File: src/rtl/pfh_pkg.sv
// Package of constants for the parallel flash host controller
package pfh_pkg;
  localparam int ADDR_W = 18;
  localparam int DATA_W = 8;
  localparam logic [17:0] ADDR_UNLOCK1 = 18'h00555;
  localparam logic [17:0] ADDR_UNLOCK2 = 18'h00AAA;
  localparam logic [7:0] DATA_UNLOCK1 = 8'hAA;
  localparam logic [7:0] DATA_UNLOCK2 = 8'h55;
  localparam logic [7:0] DATA_SETUP = 8'h80;
  localparam logic [7:0] CODE_CHIP = 8'h10;
  localparam logic [7:0] CODE_SECTOR = 8'h30;
  localparam logic [7:0] CODE_LOCK = 8'h40;
  localparam logic [7:0] CODE_PROGRAM = 8'hA0;
  localparam int TOGGLE_BIT = 6;
  localparam int POLL_BIT = 7;
  localparam int CLK_PERIOD_NS = 25;
  // Bus phase widths, generous against a 70 ns access device
  localparam int SETUP_NS = 30;
  localparam int STROBE_NS = 60;
  localparam int READ_NS = 80;
  localparam int HOLD_NS = 30;
  localparam int SETUP_CYC = (SETUP_NS + CLK_PERIOD_NS - 1) / CLK_PERIOD_NS;
  localparam int STROBE_CYC = (STROBE_NS + CLK_PERIOD_NS - 1) / CLK_PERIOD_NS;
  localparam int READ_CYC = (READ_NS + CLK_PERIOD_NS - 1) / CLK_PERIOD_NS;
  localparam int HOLD_CYC = (HOLD_NS + CLK_PERIOD_NS - 1) / CLK_PERIOD_NS;
  // Longest wait for completion before flagging timeout
  localparam int CHIP_ERASE_TIME_S = 4;
  localparam longint ERASE_CYC = longint'(CHIP_ERASE_TIME_S) * 64'd1000000000
    / CLK_PERIOD_NS;
  // Command codes of the user port
  localparam logic [2:0] OP_READ = 3'h0;
  localparam logic [2:0] OP_PROGRAM = 3'h1;
  localparam logic [2:0] OP_CHIP_ERASE = 3'h2;
  localparam logic [2:0] OP_SECTOR_ERASE = 3'h3;
  localparam logic [2:0] OP_LOCK = 3'h4;
  typedef enum logic [1:0] {PFH_PH_SETUP, PFH_PH_STROBE, PFH_PH_HOLD, PFH_PH_DONE} pfh_phase_t;
endpackage

File: src/rtl/pfh_host.sv
// Host controller that drives command sequences and reads on a parallel flash
`timescale 1ns/1ps
module pfh_host #(
  parameter longint ERASE_TIMEOUT = pfh_pkg::ERASE_CYC // Poll timeout in cycles
) (
  input wire logic sys_clk, // System clock, 40 MHz
  input wire logic rst, // Synchronous reset, active high
  input wire logic cmd_valid, // Request strobe, level until taken
  input wire logic [2:0] cmd_op, // Requested operation
  input wire logic [17:0] cmd_addr, // Byte or sector address
  input wire logic [7:0] cmd_wdata, // Byte to program
  input wire logic [7:0] data_lines_in, // Data lines as seen on the pins
  output logic cmd_ready, // Idle, request may be taken
  output logic rsp_valid, // Operation finished, one pulse
  output logic [7:0] rsp_rdata, // Read byte
  output logic rsp_timeout, // Completion polling timed out
  output logic [17:0] address_lines, // Address pins
  output logic [7:0] data_lines_out, // Data lines driven value
  output logic data_lines_oe, // Data lines drive enable, high drives
  output logic chip_sel_n, // Chip select pin
  output logic out_en_n, // Output enable pin
  output logic wr_strobe_n, // Write strobe pin
  output logic flash_reset_n // Device reset pin
);
  // Refuse a timeout of fewer than two cycles; one poll read already counts nine
  if (ERASE_TIMEOUT < 2) begin : g_bad_timeout
    $error("ERASE_TIMEOUT too small");
  end

  // ----------------------------------------------------------------
  // Pin synchroniser
  // ----------------------------------------------------------------
  logic [7:0] din_meta;
  logic [7:0] din_sync;
  always_ff @(posedge sys_clk) begin
    din_meta <= data_lines_in;
    din_sync <= din_meta;
  end

  // ----------------------------------------------------------------
  // Sequencer
  // ----------------------------------------------------------------
  typedef enum logic [2:0] {PFH_IDLE, PFH_ISSUE, PFH_WAIT, PFH_POLL, PFH_POLLW,
    PFH_END} pfh_state_t;
  pfh_state_t state;
  logic [2:0] op;
  logic [17:0] op_addr;
  logic [7:0] op_data;
  logic [2:0] step;
  logic [2:0] last_step;
  logic bc_start;
  logic bc_write;
  logic [17:0] bc_addr;
  logic [7:0] bc_wdata;
  logic bc_busy;
  logic bc_done;
  logic [7:0] bc_rdata;
  logic have_prev;
  logic [7:0] prev_read;
  logic [63:0] wait_cnt;

  // Step table of the unlock prefix shared by every write command
  always_comb begin
    bc_write = (op != pfh_pkg::OP_READ);
    bc_addr = op_addr;
    bc_wdata = op_data;
    last_step = (op == pfh_pkg::OP_PROGRAM) ? 3'h3 : 3'h5;
    if (op == pfh_pkg::OP_READ) begin
      bc_addr = op_addr;
    end else if (step == 3'h0 || step == 3'h3) begin
      bc_addr = pfh_pkg::ADDR_UNLOCK1;
      bc_wdata = pfh_pkg::DATA_UNLOCK1;
    end else if (step == 3'h1 || step == 3'h4) begin
      bc_addr = pfh_pkg::ADDR_UNLOCK2;
      bc_wdata = pfh_pkg::DATA_UNLOCK2;
    end else if (step == 3'h2) begin
      bc_addr = pfh_pkg::ADDR_UNLOCK1;
      bc_wdata = (op == pfh_pkg::OP_PROGRAM) ? pfh_pkg::CODE_PROGRAM : pfh_pkg::DATA_SETUP;
    end
    if (op != pfh_pkg::OP_READ && step == last_step) begin
      case (op)
        // Program only clears bits; the requester erases the block first
        pfh_pkg::OP_PROGRAM: begin
          bc_addr = op_addr;
          bc_wdata = op_data;
        end
        pfh_pkg::OP_CHIP_ERASE: begin
          bc_addr = pfh_pkg::ADDR_UNLOCK1;
          bc_wdata = pfh_pkg::CODE_CHIP;
        end
        pfh_pkg::OP_SECTOR_ERASE: begin
          bc_addr = op_addr;
          bc_wdata = pfh_pkg::CODE_SECTOR;
        end
        default: begin
          bc_addr = pfh_pkg::ADDR_UNLOCK1;
          bc_wdata = pfh_pkg::CODE_LOCK;
        end
      endcase
    end
    if (state == PFH_POLL || state == PFH_POLLW) begin
      bc_write = 1'b0;
      bc_addr = op_addr;
    end
  end

  always_ff @(posedge sys_clk) begin
    bc_start <= 1'b0;
    rsp_valid <= 1'b0;
    if (rst) begin
      // An operation cut by reset is dropped; the requester must reissue it
      state <= PFH_IDLE;
      op <= pfh_pkg::OP_READ;
      op_addr <= 18'h00000;
      op_data <= 8'h00;
      step <= 3'h0;
      cmd_ready <= 1'b0;
      rsp_rdata <= 8'h00;
      rsp_timeout <= 1'b0;
      have_prev <= 1'b0;
      prev_read <= 8'h00;
      wait_cnt <= 64'h0;
    end else begin
      case (state)
        PFH_IDLE: begin
          cmd_ready <= 1'b1;
          if (cmd_valid && cmd_ready) begin
            cmd_ready <= 1'b0;
            op <= cmd_op;
            op_addr <= cmd_addr;
            op_data <= cmd_wdata;
            step <= 3'h0;
            rsp_timeout <= 1'b0;
            bc_start <= 1'b1;
            state <= PFH_WAIT;
          end
        end
        PFH_ISSUE: begin
          bc_start <= 1'b1;
          state <= PFH_WAIT;
        end
        PFH_WAIT: begin
          if (bc_done) begin
            if (op == pfh_pkg::OP_READ) begin
              rsp_rdata <= bc_rdata;
              state <= PFH_END;
            end else if (step == last_step) begin
              have_prev <= 1'b0;
              wait_cnt <= 64'h0;
              state <= PFH_POLL;
            end else begin
              step <= step + 3'h1;
              state <= PFH_ISSUE;
            end
          end
        end
        PFH_POLL: begin
          // Completion is two reads in a row with bit six equal; a program also needs bit seven to match the written byte
          bc_start <= 1'b1;
          state <= PFH_POLLW;
        end
        PFH_POLLW: begin
          wait_cnt <= wait_cnt + 64'h1;
          if (bc_done) begin
            have_prev <= 1'b1;
            prev_read <= bc_rdata;
            if (have_prev && prev_read[pfh_pkg::TOGGLE_BIT] == bc_rdata[pfh_pkg::TOGGLE_BIT]
                && (op != pfh_pkg::OP_PROGRAM
                || bc_rdata[pfh_pkg::POLL_BIT] == op_data[pfh_pkg::POLL_BIT])) begin
              rsp_rdata <= bc_rdata;
              state <= PFH_END;
            end else if (wait_cnt >= 64'(ERASE_TIMEOUT)) begin
              rsp_timeout <= 1'b1;
              rsp_rdata <= bc_rdata;
              state <= PFH_END;
            end else begin
              state <= PFH_POLL;
            end
          end
        end
        PFH_END: begin
          rsp_valid <= 1'b1;
          state <= PFH_IDLE;
        end
        default: begin
          state <= PFH_IDLE;
        end
      endcase
    end
  end

  // Device reset follows host reset; released so the device resumes in read mode
  always_ff @(posedge sys_clk) begin
    if (rst) begin
      flash_reset_n <= 1'b0;
    end else begin
      flash_reset_n <= 1'b1;
    end
  end

  pfh_bus_cycle u_cycle (
    .sys_clk(sys_clk),
    .rst(rst),
    .start(bc_start),
    .is_write(bc_write),
    .addr(bc_addr),
    .wdata(bc_wdata),
    .pin_data_in(din_sync),
    .busy(bc_busy),
    .done(bc_done),
    .rdata(bc_rdata),
    .address_lines(address_lines),
    .data_out(data_lines_out),
    .data_oe(data_lines_oe),
    .chip_sel_n(chip_sel_n),
    .out_en_n(out_en_n),
    .wr_strobe_n(wr_strobe_n)
  );
endmodule

File: src/rtl/pfh_bus_cycle.sv
// One timed bus cycle (read or write) on the flash pins
`timescale 1ns/1ps
module pfh_bus_cycle (
  input wire logic sys_clk, // System clock
  input wire logic rst, // Synchronous reset
  input wire logic start, // Begin a cycle, one pulse
  input wire logic is_write, // Cycle is a write
  input wire logic [17:0] addr, // Address of the cycle
  input wire logic [7:0] wdata, // Write data
  input wire logic [7:0] pin_data_in, // Synchronised data lines
  output logic busy, // Cycle in progress
  output logic done, // Cycle end, one pulse
  output logic [7:0] rdata, // Byte read
  output logic [17:0] address_lines, // Address pins
  output logic [7:0] data_out, // Data lines driven value
  output logic data_oe, // Data line drive enable
  output logic chip_sel_n, // Chip select pin
  output logic out_en_n, // Output enable pin
  output logic wr_strobe_n // Write strobe pin
);
  pfh_pkg::pfh_phase_t phase;
  logic wr;
  logic [7:0] cnt;

  always_ff @(posedge sys_clk) begin
    done <= 1'b0;
    if (rst) begin
      busy <= 1'b0;
      phase <= pfh_pkg::PFH_PH_SETUP;
      cnt <= 8'h00;
      wr <= 1'b0;
      address_lines <= 18'h00000;
      data_out <= 8'h00;
      data_oe <= 1'b0;
      chip_sel_n <= 1'b1;
      out_en_n <= 1'b1;
      wr_strobe_n <= 1'b1;
      rdata <= 8'h00;
    end else if (!busy) begin
      if (start) begin
        busy <= 1'b1;
        wr <= is_write;
        phase <= pfh_pkg::PFH_PH_SETUP;
        cnt <= 8'(pfh_pkg::SETUP_CYC);
        address_lines <= addr;
        data_out <= wdata;
        data_oe <= is_write;
        chip_sel_n <= 1'b0;
      end
    end else if (cnt > 8'h01) begin
      cnt <= cnt - 8'h01;
    end else begin
      case (phase)
        pfh_pkg::PFH_PH_SETUP: begin
          // Output enable stays high on writes so the device never drives back
          wr_strobe_n <= !wr;
          out_en_n <= wr;
          phase <= pfh_pkg::PFH_PH_STROBE;
          cnt <= 8'(wr ? pfh_pkg::STROBE_CYC : pfh_pkg::READ_CYC);
        end
        pfh_pkg::PFH_PH_STROBE: begin
          if (!wr) begin
            rdata <= pin_data_in;
          end
          // Strobe rises before chip select so data latches on this edge
          wr_strobe_n <= 1'b1;
          out_en_n <= 1'b1;
          phase <= pfh_pkg::PFH_PH_HOLD;
          cnt <= 8'(pfh_pkg::HOLD_CYC);
        end
        pfh_pkg::PFH_PH_HOLD: begin
          chip_sel_n <= 1'b1;
          data_oe <= 1'b0;
          busy <= 1'b0;
          done <= 1'b1;
          phase <= pfh_pkg::PFH_PH_SETUP;
        end
        default: begin
          phase <= pfh_pkg::PFH_PH_SETUP;
        end
      endcase
    end
  end
endmodule

File: config.mk
export PLATFORM = sky130hd
export DESIGN_NAME = pfh_host
export DESIGN_NICKNAME = d
export VERILOG_FILES = /design/src/rtl/pfh_pkg.sv /design/src/rtl/pfh_host.sv /design/src/rtl/pfh_bus_cycle.sv
export SDC_FILE = /design/constraint.sdc
export NUM_CORES = 1
export LEC_CHECK = 0
export ABC_AREA = 1
export CAP_MARGIN = 20
export CELL_PAD_IN_SITES_DETAIL_PLACEMENT = 0
export CELL_PAD_IN_SITES_GLOBAL_PLACEMENT = 1
export CORE_MARGIN = 5
export CORE_UTILIZATION = 49
export DETAILED_ROUTE_END_ITERATION = 8
export DONT_BUFFER_PORTS = 1
export GPL_ROUTABILITY_DRIVEN = 0
export PLACE_DENSITY_LB_ADDON = 0.12
export SYNTH_ARGS = -nofsm -noshare
export SYNTH_HDL_FRONTEND = slang
export SYNTH_SLANG_ARGS = --single-unit
File: constraint.sdc
create_clock -name sys_clk -period 3.7 [get_ports sys_clk]
set_input_delay 0.185 -clock sys_clk [delete_from_list [all_inputs] [get_ports sys_clk]]
set_output_delay 0.185 -clock sys_clk [all_outputs]
set_load 0.005 [all_outputs]
==> summary.txt, run 1 <==
Drt
  • Routed via count: ~9,000
  • Final antenna-violating net count: 0
  • First-pass detailed-route iteration total: 5
  • WL final: ~27,000 um
  • Routed vias/inst: between 5 and 6
  • Drt drc: 0
  • Routed length per placed instance: roughly 17 um
  • Iter 0 DRT Violations: between 600 and 700

Timing
  • Clock skew: 10.5 ps
  • Setup TNS Final: 0 ps
  • Min Tclk post-route: ~2300 ps
  • Slew of the pin with the lowest slew margin: approximately 830 ps
  • Hold Violations, Final: 0
  • Max-slew headroom: 44.8%
  • Fmax: 434 MHz
  • Final setup vio count: 0
  • Crit share post-route: approximately 62%
  • RSZ-0062 raised after global routing: no
  • Final Max Slew Viols: 0

Finish
  • Finished Core Util: between 50% and 60%
  • N_diodes: 0
  • Sequential Area: approximately 0.0036 mm2
  • Layout area overhead: 11.9%
  • Filler instances: 1,838
  • Layout cells sized above 1: under 10%
  • Multi-input gate area: 0.00496 mm2
  • # nets final: around 1,500

Floorplan
  • Die X: between 100 and 150 um
  • Core area: about 0.019 mm2
  • Initial core utilization: between 40% and 50%
  • Core Rows: 50
  • DIE HEIGHT: 148 um
  • Die area: approximately 0.022 mm2
  • Boundary pin count: a little over 80

Worst hold path
  • Hold Path Class: in2reg
  • Hold Path Origin: rst

Clocking
  • H-tree levels: 4
  • Worst-path clk slew: around 70 ps
  • Post-CTS Resized: 0
  • # clock sinks: roughly 180
  • Worst skew pair latency: 430 ps
  • Hold Buf Count CTS: 38
  • Buffer depth of the longest clock path: 2
  • Total setup buffers inserted after CTS: 0
  • CTS tree: yes
  • CTS Buf Count: 17
  • CTS Root Cell: clkbuf_16

Global route
  • Vias in the first global route: 8,393
  • Pin count of the biggest net entering global routing: 95
  • GR Overflow Total: 0
  • Initial antenna violation count: 0
  • First-pass GRT wire length: around 44,000 um
  • Total track usage: between 20% and 30%

Critical path
  • Reg2reg start: u_cycle.cnt[0]
  • Worst Path Required: roughly 4000 ps
  • Worst Setup Start Kind: flip-flop
  • Worst Path Arrival: ~2600 ps
  • CP Launch Point: u_cycle.cnt[0]
  • Crit-path max FO: 16
  • CP Capture Type: flip-flop
  • Setup Crit Path Kind: reg2reg
  • Reg2Reg Setup Slack: 1390 ps

Logic synthesis
  • Synth Flop Type: dfxtp_1
  • Synth top area cells: dfxtp_1 (39%), nand2_1 (14%), nor2_1 (7.3%)
  • Ys async rst share: 0%
  • Yosys cell types: 44
  • Seq/Total Area, Yosys: roughly 39%
  • Synth top area share: between 30% and 40%
  • Synth cell count leaders: nand2_1 (349), dfxtp_1 (181), nor2_1 (181)
  • Number of enable flip-flop cells after synthesis: 0
  • Syn Nets: ~1,400
  • Synth warnings: 0
  • Most common cell in the synthesized netlist: nand2_1
  • Biggest area consumer among synthesized cells: dfxtp_1
  • Yosys reg bits: approximately 180
  • Avg Inst Size Synth: 6.71 um2
  • Cells after synthesis: approximately 1,400
  • Synthesized cell area: approximately 0.0093 mm2

Place
  • DP HPWL: 19,600 um
  • Port bufs: 0

Power and ir drop
  • Leakage: 3.76 nW
  • Pwr/cell area: roughly 490 mW/mm2
  • Maximum vdd drop: roughly 0.35 mV

Status
  • Status: completed

Job
  • Max-cap violation count: 0
cell usage in the layout (no fill, tap or decap), drive strengths merged:
| cell type | count |
|---|---|
| a31o | 2 |
| buf | 7 |
| and2 | 2 |
| nand4 | 42 |
| ha | 9 |
| inv | 132 |
| dfxtp | 181 |
| clkbuf | 17 |
| nor4 | 1 |
| nor3 | 32 |
| nor3b | 2 |
| o21a | 1 |
| nand2 | 358 |
| nor2 | 202 |
| nand3 | 119 |
| o211ai | 8 |
| dlygate4sd3 | 37 |
| o21bai | 5 |
| a21oi | 124 |
| or2 | 17 |
| a211oi | 1 |
| nand3b | 2 |
| clkinv | 8 |
| xnor2 | 1 |
| a31oi | 2 |
| o21ai | 103 |
metrics by stage:
| step | hold WS, ps | total power, mW | area (um2) | cells | worst slack, ps |
|---|---|---|---|---|---|
| 2_1_floorplan | 213 | 3.11 | 9280 | 1382 | 2010 |
| 3_3_place_gp | 213 | 3.30 | 9400 | 1580 | 1530 |
| 3_5_place_dp | 213 | 3.30 | 9400 | 1580 | 1390 |
| 4_1_cts | 29.1 | 5.16 | 10400 | 1649 | 1380 |
| 5_1_grt | 21.7 | 5.41 | 10400 | 1649 | 1080 |
| 6_report | 37.3 | 5.12 | 10400 | 1649 | 1390 |
registers in the layout (all words and copies together), names as in the netlist, 2 cells and up:
register	cells
op_addr	18
din_meta	8
rsp_rdata	8
u_cycle.cnt	8
din_sync	8
u_cycle.address_lines	18
u_cycle.data_out	8
step	3
state	3
wait_cnt	64
u_cycle.phase	2
op	3
op_data	8
u_cycle.rdata	8
logic make-up after synthesis:
logic type | synth area share, %
AO/OA/AOI/OAI | 14.2
XOR/XNOR | 0.0944
adder cells (fa/ha/maj) | 1.21
buffers and inverters | 7.44
flip-flops | 39.1
AND/OR/NAND/NOR | 38.0
area by class of cell:
class / instances / share of cell area, %
flip-flops and latches: 181 / 34.9
well taps: 234 / 2.82
repair buffers: 44 / 4.26
clock buffers: 17 / 4.10
multi-input cells: 1033 / 47.8
inverters: 126 / 4.55
clock inverters: 14 / 1.59
routing by layer:
layer	vias up	GRT usage (%)	routed length, um
met2	245	42.3	13100
met5	-	0	0
li1	4580	-	-
met3	49	5.61	1520
met1	4115	31.7	11900
met4	0	9.60	1010
critical path: stages, from the launching register on:
cell and delay [ps]:
dfxtp_1 330, inv_1 110, ha_1 250, nor2_1 80
nor3_2 90, nand3_1 170, inv_1 130, nand4_1 550
o21ai_0 400, a21oi_1 60
worst paths after layout:
path                                       endpoint  cells past startpoint
worst max-delay path               u_cycle.rdata[6]                      9
worst min-delay path            u_cycle.data_out[5]                      3
worst min register to register          din_sync[1]                      0
worst max register to register     u_cycle.rdata[6]                      9
power by group:
part	total (mW)	leakage [nW]	internal [mW]	switching, mW
combinational	1.10	2.00	0.316	0.783
clock	1.81	0.289	0.910	0.903
sequential	2.21	1.47	2.10	0.113
total	5.12	3.76	3.33	1.80
Note: power is estimated with default switching activity, not from simulation.
==> run 2: changes to the inputs <==
--- a/config.mk
+++ b/config.mk
@@ -10,7 +10,7 @@
 export CELL_PAD_IN_SITES_DETAIL_PLACEMENT = 0
 export CELL_PAD_IN_SITES_GLOBAL_PLACEMENT = 1
 export CORE_MARGIN = 5
-export CORE_UTILIZATION = 49
+export CORE_UTILIZATION = 46
 export DETAILED_ROUTE_END_ITERATION = 8
 export DONT_BUFFER_PORTS = 1
 export GPL_ROUTABILITY_DRIVEN = 0
==> constraint.sdc (replaced) <==
create_clock -name sys_clk -period 2.4 [get_ports sys_clk]
set_input_delay 0.12 -clock sys_clk [delete_from_list [all_inputs] [get_ports sys_clk]]
set_output_delay 0.12 -clock sys_clk [all_outputs]
set_load 0.005 [all_outputs]
==> run 2 against run 1 <==
First-iteration DRC count up 8.8%. Critical path depth unchanged. Power up 56%. Largest cell class unchanged. Worst hold slack lost 0.76 ps. Sequential power up 54%. Clock skew up 1.3 ps. Sequential cell count is the same. Design area rose by 1.5%.
==> summary.txt, run 2 (synthesized netlist as in run 1, its figures left out) <==
Power and ir drop
  • Clock share of power: 35.8% (+0.4 points)
  • Switching share of power: 35.3% (+0.19 points)
  • Total chip power: 8.02 mW (+56%)
  • P_int: 5.19 mW (+56%)
  • Maximum vdd drop: 0.537 mV (+56%)
  • Flop pwr share: 42.5% (-0.7 points)
  • Comb power frac: 21.7% (+0.3 points)
  • Leakage: 3.82 nW (+1.5%)
  • Pwr/cell area: 760 mW/mm2 (+54%)
  • P_sw: 2.83 mW (+57%)

Drt
  • Routed length per placed instance: 16.2 um (-3.1%)
  • Iter 0 DRT Violations: 656 (+8.8%)
  • Drt drc: 0 (unchanged)
  • Routed vias/inst: 5.28 (-3.2%)
  • WL final: 27,400 um (-0.48%)
  • Final antenna-violating net count: 0 (unchanged)
  • Routed via count: 8,934 (-0.61%)
  • First-pass detailed-route iteration total: 5 (unchanged)

Critical path
  • Buf/Inv on CP: 2 (unchanged)
  • Critical Path Max Stage Delay: 490 ps (-60 ps)
  • Critical-path top delay cell: dfxtp_1
  • Crit-path max FO: 7 (-9)
  • Crit-path cells: inv_1, ha_1, a21oi_2, nand3_1, inv_1, nand2_1, o21ai_2, a21oi_1, nor2_1
  • Reg2Reg Setup Slack: 370 ps (-1030 ps)
  • Worst Setup Start Kind: flip-flop
  • Worst Path Required: 2780 ps (-1220 ps)
  • Setup Crit Path Kind: reg2reg
  • CP dominant cell by count: inv_1
  • Worst Path Arrival: 2410 ps (-190 ps)
  • CP Capture Type: flip-flop
  • Kind of cell adding the most delay to the critical path: compound AO/OA/AOI/OAI gates

Finish
  • N_diodes: 0 (unchanged)
  • Largest Register: wait_cnt
  • Commonest non-fill, non-tap cells in the layout: nand2_1 (349), nor2_1 (181), dfxtp_1 (181), a21oi_1 (119), nand3_1 (113)
  • Filler instances: 2,023 (+10%)
  • Cell Count, Final, Fillers Out: 1,693 (+2.7%)
  • Layout cells sized above 1: 9.63% (+0.44 points)
  • Most common cell after layout, fill and taps aside: nand2_1
  • Largest register FFs: 64 (unchanged)
  • Top Registers: wait_cnt x64, op_addr x18, u_cycle.address_lines x18
  • Layout area overhead: 13.6%
  • # nets final: 1,459 (+0.48%)

Timing
  • Max-slew headroom: 67.1% (+22 points)
  • Final setup margin: 368 ps (-1030 ps)
  • Min Tclk post-route: 2030 ps (-274 ps)
  • Fmax: 492 MHz (+13%)
  • Final Max Slew Viols: 0 (unchanged)
  • Final setup vio count: 0 (unchanged)
  • Clock skew: 11.8 ps (+1.33 ps)
  • Slew of the pin with the lowest slew margin: 493 ps (-335 ps)
  • Setup TNS Final: 0 ps (unchanged)
  • Crit share post-route: 84.6% (+22 points)
  • Fin Hold WS: 36.5 ps (-0.763 ps)
  • Hold Violations, Final: 0 (unchanged)
  • RSZ-0062 raised after global routing: no

Clocking
  • H-tree levels: 4 (unchanged)
  • Worst-path clk slew: 80 ps (about the same)
  • # clock sinks: 181 (unchanged)
  • CTS Buf Count: 17 (unchanged)
  • Total setup buffers inserted after CTS: 0 (unchanged)
  • CTS tree: yes
  • Buffer depth of the longest clock path: 2 (unchanged)
  • Worst skew pair latency: 440 ps (about the same)
  • CTS Root Cell: clkbuf_16

Place
  • Port bufs: 0 (unchanged)
  • Pre-CTS WS: 379 ps (-1010 ps)
  • DP HPWL: 19,700 um (+0.91%)
  • Placed cell count: 1,623 (+2.7%)

Global route
  • GR Overflow Total: 0 (unchanged)
  • Total track usage: 23.2% (-1.9 points)
  • Initial antenna violation count: 0 (unchanged)
  • First-pass GRT wire length: 44,200 um (+0.33%)
  • Vias in the first global route: 8,246 (-1.8%)
  • Pin count of the biggest net entering global routing: 95 (unchanged)

Status
  • Status: completed

Floorplan
  • DIE HEIGHT: 152 um (+3.0%)
  • Core Rows: 52 (+4.0%)
  • Core area: 0.0200 mm2 (+7.1%)
  • Initial core utilization: 46.3% (-3.3 points)
  • Boundary pin count: 82 (unchanged)
  • Die X: 152 um (+3.0%)
  • Die area: 0.0231 mm2 (+6.1%)

Job
  • Max-cap violation count: 0 (unchanged)

Worst hold path
  • Hold Path Class: in2reg
## run 2: changes by cell type in the layout (fill, tap and decap cells not counted)
cell,before,now
inv_8,5,3
clkinv_8,4,7
buf_4,6,10
inv_6,2,3
buf_12,0,3
clkinv_4,3,1
clkbuf_1,0,1
## run 2: worst register-to-register path: stages, from the launching register on
cell	delay (ps)
dfxtp_1	490
inv_1	130
ha_1	240
a21oi_2	230
nand3_1	210
inv_1	130
nand2_1	90
o21ai_2	290
a21oi_1	80
nor2_1	100
## run 2: what timing repair did
action,in CTS,in global routing
gates resized for setup,0,0
hold buffers,38,0
hold endpoints to repair,131,0
## run 2: final timing paths
| check | startpoint | to | cells after the start |
|---|---|---|---|
| worst max-delay path | step[0] | u_cycle.address_lines[3] | 9 |
| worst min-delay path | rst | u_cycle.address_lines[13] | 4 |
| worst max register to register | step[0] | u_cycle.address_lines[3] | 9 |
| worst min register to register | din_meta[4] | din_sync[4] | 0 |
## run 2: power by group through the flow
stage	logic [mW]	clock network (mW)	registers (mW)
floorplan	1.36	0	3.43
global placement	1.65	0	3.48
detailed placement	1.66	0	3.48
CTS	1.75	2.92	3.41
global route	1.95	3.08	3.45
finish	1.74	2.87	3.41
## run 2: area by class of cell
type	count	area (um2)	area share [%]
clock buffers	18	429	4.07
clock inverters	14	183	1.73
inverters	126	473	4.49
multi-input cells	1033	4960	47.1
flip-flops and latches	181	3620	34.4
well taps	270	338	3.20
repair buffers	51	533	5.06
## run 2: metal layers
metal / vias to the layer above / part of all wire, % / global-route usage [%]
met2: 246 / 47 / 38.4
met5: - / 0 / 0
met1: 4042 / 44 / 30.2
met4: 0 / 3.0 / 7.79
met3: 41 / 6.0 / 5.20
li1: 4605 / - / -
## run 2: stage by stage
stage,instance area [um2],utilization (%)
detailed placement,9530,47.6
CTS,10500,52.6
floorplan,9280,-
global route,10500,52.6
finish,10500,52.6
global placement,9530,47.6
